[src/rxmc_pkg.sv]
package rxmc_pkg;
    localparam int ADDR_W = 8;
    localparam int DATA_W = 8;

    // register offsets
    localparam logic [7:0] ADDR_RX_CODE_HIGH = 8'h63;
    localparam logic [7:0] ADDR_ROM_FW_VER = 8'h70;
    localparam logic [7:0] ADDR_RAM_FW_MAJOR = 8'h71;
    localparam logic [7:0] ADDR_RAM_FW_MINOR = 8'h72;
    localparam logic [7:0] ADDR_CHIP_IDENT_LO = 8'h80;
    localparam logic [7:0] ADDR_CHIP_IDENT_HI = 8'h81;
    localparam logic [7:0] ADDR_MISC_CONTROL = 8'hee;

    // field layout
    localparam int RX_CODE_HI_W = 2;
    localparam int CTRL_W = 3;
    localparam int BIT_MICRO_SOFT_RESET = 0;
    localparam int BIT_CODE_MEMORY_SEL = 1;
    localparam int BIT_IRQ_POLARITY_SEL = 2;

    // reset values
    localparam logic [1:0] RX_CODE_HI_RST = 2'h0;
    localparam logic [2:0] CTRL_RST = 3'h0;
    localparam logic [7:0] RDATA_RST = 8'h00;
endpackage : rxmc_pkg

[src/rxmc_ctrl_reg.sv]
`timescale 1ns/1ps
module rxmc_ctrl_reg (
    input wire logic clk,
    input wire logic rstn,
    input wire logic wr_en,
    input wire logic [rxmc_pkg::CTRL_W-1:0] wdata,
    output logic [rxmc_pkg::CTRL_W-1:0] ctrl_q
);
    logic [rxmc_pkg::CTRL_W-1:0] ctrl_d;

    // only the three writable bits are stored; reserved bits have no flops
    always_comb begin
        ctrl_d = ctrl_q;
        if (wr_en) begin
            ctrl_d = wdata;
        end
    end

    always_ff @(posedge clk) begin
        if (!rstn) begin
            ctrl_q <= rxmc_pkg::CTRL_RST;
        end else begin
            ctrl_q <= ctrl_d;
        end
    end
endmodule : rxmc_ctrl_reg

[src/rxmc_irq_pin.sv]
`timescale 1ns/1ps
module rxmc_irq_pin (
    input wire logic clk,
    input wire logic rstn,
    input wire logic pending,
    input wire logic active_high,
    output logic pin_out_q,
    output logic pin_oe_n_q
);
    logic pin_out_d;
    logic pin_oe_n_d;

    always_comb begin
        if (active_high) begin
            pin_out_d = pending;
            pin_oe_n_d = 1'b0;
        end else begin
            // open-drain style so several sources share one wire
            pin_out_d = 1'b0;
            pin_oe_n_d = !pending;
        end
    end

    always_ff @(posedge clk) begin
        if (!rstn) begin
            pin_out_q <= 1'b0;
            pin_oe_n_q <= 1'b1;
        end else begin
            pin_out_q <= pin_out_d;
            pin_oe_n_q <= pin_oe_n_d;
        end
    end
endmodule : rxmc_irq_pin

[src/rxmc_regs.sv]
// Summary of operation
// - upper receive register shows code word bits 9:8 in bits 1:0, rest zero
// - read-only byte reports the ROM firmware version
// - read-only byte reports the RAM firmware major version
// - read-only byte reports the RAM firmware minor version
// - sixteen-bit identity code: low byte at lower address, high byte next
// - polarity bit 2: clear gives active-low request, set gives active-high
// - active-low mode releases the request pin when inactive
// - bit 1 selects micro code memory: clear ROM, set RAM
// - bit 0 holds the micro in reset while set
// - control bits 7:3 read zero; bits 2:0 read/write, reset zero
// - request pin asserts when any unmasked status bit is set
//
// Design decision made here: the address-and-strobe port.
`timescale 1ns/1ps
module rxmc_regs #(
    parameter logic [7:0] ROM_FW_VERSION = 8'h5a, // arbitrary value
    parameter logic [15:0] CHIP_IDENT = 16'ha5c3, // arbitrary value
    parameter int IRQ_SRC_W = 8
) (
    input wire logic clk,
    input wire logic rstn,
    input wire logic [rxmc_pkg::ADDR_W-1:0] reg_addr,
    input wire logic [rxmc_pkg::DATA_W-1:0] reg_wdata,
    input wire logic reg_wr,
    input wire logic reg_rd,
    output logic [rxmc_pkg::DATA_W-1:0] reg_rdata,
    input wire logic rx_code_load,
    input wire logic [rxmc_pkg::RX_CODE_HI_W-1:0] rx_code_hi,
    input wire logic [7:0] ram_fw_major,
    input wire logic [7:0] ram_fw_minor,
    input wire logic [IRQ_SRC_W-1:0] irq_status_vec,
    output logic host_irq_out,
    output logic host_irq_oe_n,
    output logic code_memory_sel,
    output logic micro_soft_reset
);
    ////////////////////////////////////////////////////////////////////////
    function automatic logic hit(input logic [7:0] a, input logic [7:0] off);
        hit = (a == off);
    endfunction : hit

    logic [rxmc_pkg::RX_CODE_HI_W-1:0] rx_code_q;
    logic [rxmc_pkg::RX_CODE_HI_W-1:0] rx_code_d;
    logic [rxmc_pkg::DATA_W-1:0] rdata_q;
    logic [rxmc_pkg::DATA_W-1:0] rdata_d;
    logic [rxmc_pkg::CTRL_W-1:0] ctrl_q;
    logic ctrl_wr;
    logic pending_any;
    logic irq_pol;

    ////////////////////////////////////////////////////////////////////////
    // upper receive code bits
    always_comb begin
        rx_code_d = rx_code_q;
        if (rx_code_load) begin
            // antenna logic wins over a host write in the same cycle
            rx_code_d = rx_code_hi;
        end else if (reg_wr && hit(reg_addr, rxmc_pkg::ADDR_RX_CODE_HIGH)) begin
            rx_code_d = reg_wdata[rxmc_pkg::RX_CODE_HI_W-1:0];
        end
    end

    always_ff @(posedge clk) begin
        if (!rstn) begin
            rx_code_q <= rxmc_pkg::RX_CODE_HI_RST;
        end else begin
            rx_code_q <= rx_code_d;
        end
    end

    ////////////////////////////////////////////////////////////////////////
    // control register and its outputs
    assign ctrl_wr = reg_wr && hit(reg_addr, rxmc_pkg::ADDR_MISC_CONTROL);

    rxmc_ctrl_reg u_ctrl (
        .clk(clk),
        .rstn(rstn),
        .wr_en(ctrl_wr),
        .wdata(reg_wdata[rxmc_pkg::CTRL_W-1:0]),
        .ctrl_q(ctrl_q)
    );

    assign code_memory_sel = ctrl_q[rxmc_pkg::BIT_CODE_MEMORY_SEL];
    assign micro_soft_reset = ctrl_q[rxmc_pkg::BIT_MICRO_SOFT_RESET];
    assign irq_pol = ctrl_q[rxmc_pkg::BIT_IRQ_POLARITY_SEL];

    ////////////////////////////////////////////////////////////////////////
    // interrupt request pin
    // status bits arrive already masked; this block only merges them
    assign pending_any = |irq_status_vec;

    rxmc_irq_pin u_irq (
        .clk(clk),
        .rstn(rstn),
        .pending(pending_any),
        .active_high(irq_pol),
        .pin_out_q(host_irq_out),
        .pin_oe_n_q(host_irq_oe_n)
    );

    ////////////////////////////////////////////////////////////////////////
    // read path: data valid only in the cycle after the strobe
    always_comb begin
        rdata_d = rxmc_pkg::RDATA_RST;
        if (reg_rd) begin
            if (hit(reg_addr, rxmc_pkg::ADDR_RX_CODE_HIGH)) begin
                rdata_d = {6'h00, rx_code_q};
            end else if (hit(reg_addr, rxmc_pkg::ADDR_ROM_FW_VER)) begin
                rdata_d = ROM_FW_VERSION;
            end else if (hit(reg_addr, rxmc_pkg::ADDR_RAM_FW_MAJOR)) begin
                rdata_d = ram_fw_major;
            end else if (hit(reg_addr, rxmc_pkg::ADDR_RAM_FW_MINOR)) begin
                rdata_d = ram_fw_minor;
            end else if (hit(reg_addr, rxmc_pkg::ADDR_CHIP_IDENT_LO)) begin
                rdata_d = CHIP_IDENT[7:0];
            end else if (hit(reg_addr, rxmc_pkg::ADDR_CHIP_IDENT_HI)) begin
                rdata_d = CHIP_IDENT[15:8];
            end else if (hit(reg_addr, rxmc_pkg::ADDR_MISC_CONTROL)) begin
                rdata_d = {5'h00, ctrl_q};
            end else begin
                // unmapped addresses read zero
                rdata_d = rxmc_pkg::RDATA_RST;
            end
        end
    end

    always_ff @(posedge clk) begin
        if (!rstn) begin
            rdata_q <= rxmc_pkg::RDATA_RST;
        end else begin
            rdata_q <= rdata_d;
        end
    end

    assign reg_rdata = rdata_q;

    logic wbit_code;
    logic wbit_rst;
    assign wbit_code = reg_wdata[rxmc_pkg::BIT_CODE_MEMORY_SEL];
    assign wbit_rst = reg_wdata[rxmc_pkg::BIT_MICRO_SOFT_RESET];

    logic wbit_pol;
    assign wbit_pol = reg_wdata[rxmc_pkg::BIT_IRQ_POLARITY_SEL];

    // every mapped offset; anything else has to read back as zero
    logic rd_mapped;
    assign rd_mapped = hit(reg_addr, rxmc_pkg::ADDR_RX_CODE_HIGH)
        || hit(reg_addr, rxmc_pkg::ADDR_ROM_FW_VER)
        || hit(reg_addr, rxmc_pkg::ADDR_RAM_FW_MAJOR)
        || hit(reg_addr, rxmc_pkg::ADDR_RAM_FW_MINOR)
        || hit(reg_addr, rxmc_pkg::ADDR_CHIP_IDENT_LO)
        || hit(reg_addr, rxmc_pkg::ADDR_CHIP_IDENT_HI)
        || hit(reg_addr, rxmc_pkg::ADDR_MISC_CONTROL);
endmodule : rxmc_regs

[config.mk]
export PLATFORM = sky130hd
export DESIGN_NAME = rxmc_regs
export DESIGN_NICKNAME = d
export VERILOG_FILES = /design/src/rxmc_pkg.sv /design/src/rxmc_ctrl_reg.sv /design/src/rxmc_irq_pin.sv /design/src/rxmc_regs.sv
export SDC_FILE = /design/constraint.sdc
export NUM_CORES = 1
export LEC_CHECK = 0
export ABC_AREA = 0
export BUFFER_PORTS_ARGS = -buffer_cell sky130_fd_sc_hd__clkbuf_2
export CAP_MARGIN = 20
export CORE_UTILIZATION = 42
export CTS_CLUSTER_DIAMETER = 60
export CTS_CLUSTER_SIZE = 24
export DETAILED_ROUTE_END_ITERATION = 8
export GPL_TIMING_DRIVEN = 0
export HOLD_SLACK_MARGIN = 0.12
export PLACE_DENSITY = 0.8
export SLEW_MARGIN = 25
export SYNTH_ARGS = -nofsm -noshare
export SYNTH_HDL_FRONTEND = slang
export SYNTH_SLANG_ARGS = --single-unit
export TNS_END_PERCENT = 50
[constraint.sdc]
create_clock -name clk -period 2.4 [get_ports clk]
set_input_delay 0.12 -clock clk [delete_from_list [all_inputs] [get_ports clk]]
set_output_delay 0.12 -clock clk [all_outputs]
set_load 0.005 [all_outputs]
* Word-level counts from Yosys, hierarchy flattened
Index checks and enable logic that the tools add are counted.
Storage, ports and cells: memories kept 0, register bits 15, bits in latches 0, bits of input ports 47, memory bits (writable) 0, word-level logic and storage cells 35, memory bits (read-only) 0
Cells by class: $add $sub $neg 0, reduce and logical (&&, ||, !) cells 9, eq/ne operators 7, magnitude comparators 0, bitwise logic cells 2, $mul 0, shift-type cells 0, multiplexer cells 10, div/mod/pow operators 0
Operator list (number):
- $eq A8 B7 Y1 const B | 4
- $mux W8 | 4
- $eq A8 B8 Y1 const B | 3
- $reduce_or A8 Y1 | 1
- $mux W7 | 1
- $mux W2 | 3
- $reduce_and A2 Y1 | 2
- $reduce_or A4 Y1 | 1
- $mux W3 | 1
- $reduce_or A3 Y1 | 1
- $logic_and A1 B1 Y1 | 2
- $not A1 Y1 | 2
- $reduce_bool A2 Y1 | 1
- $logic_not A1 Y1 | 1
- $mux W1 | 1

* Logic depth before layout (Yosys ltp)
depth after elaboration 8, mapped depth 6

* Hierarchy
A second synthesis with hierarchy kept.
Second synthesis, totals: cells, all modules 107, area, all modules 900.9 um2
By module, submodules not included:
- rxmc_regs | cells an instance 94, times used 1, seq. area each 200.2 um2, area an instance 740.7 um2
- rxmc_ctrl_reg | cells an instance 9, times used 1, seq. area each 60.1 um2, area an instance 108.9 um2
- rxmc_irq_pin | cells an instance 4, times used 1, seq. area each 40.0 um2, area an instance 51.3 um2

* Worst setup path after synthesis
OpenSTA, ideal clock, no wires.
kind in2reg, start input port reg_addr[2] in the netlist's numbering, end register rdata_q, in the netlist reg_rdata[0], data required time 2.316 ns, slack 1.284 ns, stages on the path 5, buffers on the path 0, arrival time 1.031 ns, cell sequence nor2_1 > nand3_2 > nor2_1 > a2111oi_2 > o31ai_2
Between the ends: longest elaborated chain between the ends 8, elaborated cells on any way between the ends 14, those cells by class 7 x eq/ne; 7 x mux
RTL lines:
- start, declared | line rxmc_regs.sv:23 | input wire logic [rxmc_pkg::ADDR_W-1:0] reg_addr,
- $eq A8 B8 Y1
- $mux W3 | line rxmc_regs.sv:119 | end else if (hit(reg_addr, rxmc_pkg::ADDR_MISC_CONTROL)) begin
- $mux W8 | line rxmc_regs.sv:117 | end else if (hit(reg_addr, rxmc_pkg::ADDR_CHIP_IDENT_HI)) begin
- $mux W8 | line rxmc_regs.sv:115 | end else if (hit(reg_addr, rxmc_pkg::ADDR_CHIP_IDENT_LO)) begin
- $mux W8 | line rxmc_regs.sv:113 | end else if (hit(reg_addr, rxmc_pkg::ADDR_RAM_FW_MINOR)) begin
- $mux W8 | line rxmc_regs.sv:111 | end else if (hit(reg_addr, rxmc_pkg::ADDR_RAM_FW_MAJOR)) begin
- $mux W7 | line rxmc_regs.sv:109 | end else if (hit(reg_addr, rxmc_pkg::ADDR_ROM_FW_VER)) begin
- $mux W2 * | line rxmc_regs.sv:107 | if (hit(reg_addr, rxmc_pkg::ADDR_RX_CODE_HIGH)) begin
- end signal, assigned | line rxmc_regs.sv:130 | rdata_q <= rxmc_pkg::RDATA_RST;
- end signal, assigned | line rxmc_regs.sv:132 | rdata_q <= rdata_d;
- end, declared | line rxmc_regs.sv:45 | logic [rxmc_pkg::DATA_W-1:0] rdata_q;
Every way passes the cells marked *; elsewhere a longest branch is shown, timed or not. A chain may end at the register's enable or synchronous reset.

* Worst setup path in the final report
start input port rstn, end register rdata_q, in the netlist reg_rdata[5]
Between the ends: longest elaborated chain between the ends 2
RTL lines:
- start, declared | line rxmc_regs.sv:22 | input wire logic rstn,
- $not A1 Y1 (no line)
- $reduce_or A4 Y1 (no line)
Every way passes these cells.

==> flow_metrics.tcl <==
set metrics [dict create \
    grt_overflow 0 \
    clkPwrFrac_pct 29.4 \
    fmax_mhz 567 \
    final-max-slew-violation-count 0 \
    p_seq_share_pct 51.5 \
    crit_required_ns 2.63 \
    synth_cell_types 33 \
    die_w_um 45.9 \
    syn-num-nets 145 \
    cp.arrival_ns 1.99 \
    place_area_um2 1110 \
    remaining_drc_errors 0 \
    path_max_fanout 8 \
    grt_antenna_before_repair 0 \
    die_area_um2 2110 \
    drive_gt1_share_pct 39.6 \
    cts_tree "yes" \
    initial_utilization_pct 46.0 \
    synth_edf_count 0 \
    syn_inst 98 \
    rsz0062_at_grt "no" \
    vias_per_cell 5.16 \
    grt_max_degree 9 \
    p_per_area_nw_per_um2 387 \
    dr_total_vias 1001 \
    synth-seq-area-share_pct 37.0 \
    drt_iter0_drc 23 \
    synthFlopType "dfxtp_1" \
    power.net_switching_uw 125 \
    fillers 163 \
    fin_area_um2 1270 \
    numClockSinks 15 \
    cts_max_path_buffers 2 \
    final_cell_mix "53 x clkbuf_2, 15 x dfxtp_1, 14 x dlygate4sd3_1" \
    worstMarginPinSlew_ns 0.511 \
    avgSynthCellArea_um2 8.27 \
    synth_top_cell_by_area "dfxtp_1" \
    clk_pin_slew_ns 0.09 \
    grt.total_usage_pct 24.5 \
    switching_share_pct 25.3 \
    leakage_uw 0.000610 \
    cts.htree.levels 1 \
    insertion_delay_ns 0.28 \
    die_y_um 45.9 \
    antenna_cells 0 \
    async_flop_share_pct 0 \
    synth.yosys.warnings 0 \
    cts-root-buf "clkbuf_4" \
    layout.nets 217 \
    place_congestion 0.928 \
    layout_commonest_cell "clkbuf_2" \
    synth_top_area_share_pct 37.0 \
    final_hold_viol_count 0 \
    max_cap_violations 0 \
    grt_pass1_wl_um 3760 \
    finalSetupTns_ns 0 \
    maxSlewHeadroom_pct 65.8 \
    fin_ws_ns 0.636 \
    worstSetupPathType "in2reg" \
    final.setup_skew_ns 0.00213 \
    synth.cell_area_um2 811 \
    whs_ns 0.113 \
    timing.final.crit_period_ns 1.76 \
    cp-start-kind "input port" \
    yosys_register_bits 15 \
    ant_nets 0 \
    dpl.hpwl_um 1750 \
    core_um2 1760 \
    synthTopCellsByArea "dfxtp_1 37%, mux2i_1 6.2%, nand2_1 6.0%" \
    wl_um 2230 \
    portBuffers 53 \
    setup_viol 0 \
    outcome "complete, no violations" \
    post-place-ws_ns 0.942 \
    area_growth_pct 57.1 \
    peakVddDrop_mv 0.261 \
    numCtsBuffers 3 \
    post_drt_wl_per_cell_um 11.5 \
    cp-end-kind "flip-flop" \
    grt_pass1_vias 972 \
    power.internal_uw 369 \
    io_pins 59 \
    drtPass1Iterations 4 \
    rows 15 \
    combPwrFrac_pct 19.1 \
    min_period_over_period_pct 73.5 \
    hold_class "in2reg" \
]
## power by group through the flow
stage | Combinational, uW | Clock, uW | Sequential (uW)
final | 94.3 | 145 | 254
after global routing | 105 | 159 | 254
after CTS | 93.6 | 146 | 254
after detailed placement | 77.7 | 0 | 260
after global placement | 75.2 | 0 | 260
after floorplan | 30.9 | 0 | 260
## flip-flops by register name, summed over array words and instances (netlist names)
signal and count:
u_irq.pin_out_q 1, rx_code_q 2, reg_rdata 8, u_irq.pin_oe_n_q 1, u_ctrl.ctrl_q 3
## per-stage QoR
stage,total power [uW],instances,utilization [%]
final,493,194,72.2
after global routing,518,194,72.2
after CTS,494,194,72.2
after detailed placement,338,176,62.8
after global placement,335,176,62.8
after floorplan,290,98,-
## cell type report
cell class | instances | area [um2] | share of cell area, %
repair buffers | 67 | 405 | 31.8
inverters | 3 | 11.3 | 0.884
clock buffers | 4 | 26.3 | 2.06
multi-input cells | 79 | 494 | 38.8
plain buffers | 1 | 5.00 | 0.393
flip-flops and latches | 15 | 300 | 23.6
well taps | 25 | 31.3 | 2.46
## final timing paths
path	start	to	slack [ns]	cells after the start
min	reg_wdata[2]	u_ctrl.ctrl_q[2]	0.11	3
max reg2reg	rx_code_q[1]	rx_code_q[1]	1.19	3
max	rstn	reg_rdata[5]	0.64	6
min reg2reg	u_ctrl.ctrl_q[2]	u_irq.pin_out_q	0.52	1
## layer usage
layer | part of all wire, % | global-route usage, % | up-vias | wire [um]
met5 | 0 | 0 | - | 0
met4 | 1.3 | 10.6 | 0 | 29
met3 | 5.2 | 1.98 | 4 | 117
met2 | 52 | 44.8 | 47 | 1160
met1 | 42 | 28.4 | 447 | 927
li1 | - | - | 503 | -
## worst max-delay path: stages
cell and delay (ns):
dlygate4sd3_1 0.54, clkbuf_2 0.17, and2_1 0.23, o21ai_0 0.20, a31oi_1 0.18, dlygate4sd3_1 0.56
## synth_stat cells (2+ instances only)
cell and count:
dfxtp_1 15, nand2_1 13, o21ai_0 9, a21oi_1 6, mux2i_1 5, nor2_1 5, nor2b_1 4, nor3_1 4
a31oi_1 3, nand2b_1 3, nand4_1 3, a22oi_1 2, and2_1 2, and3_1 2, inv_2 2, nand3_1 2
nor4_1 2
## logic make-up after synthesis
family                 Yosys count  share of synthesized area (%)
muxes                            5                           6.17
buffers and inverters            4                           2.01
and+or+nand+nor                 48                           33.8
DFF                             15                           37.0
AOI/OAI and AO/OA               26                           21.0
## what timing repair did
item / 4_1_cts / 5_1_grt
endpoints found under the hold margin: 10 / 0
hold buffers: 14 / 0
gates resized for setup: 0 / 0
setup buffers: 0 / 0
(Power assumes the default switching activity.)
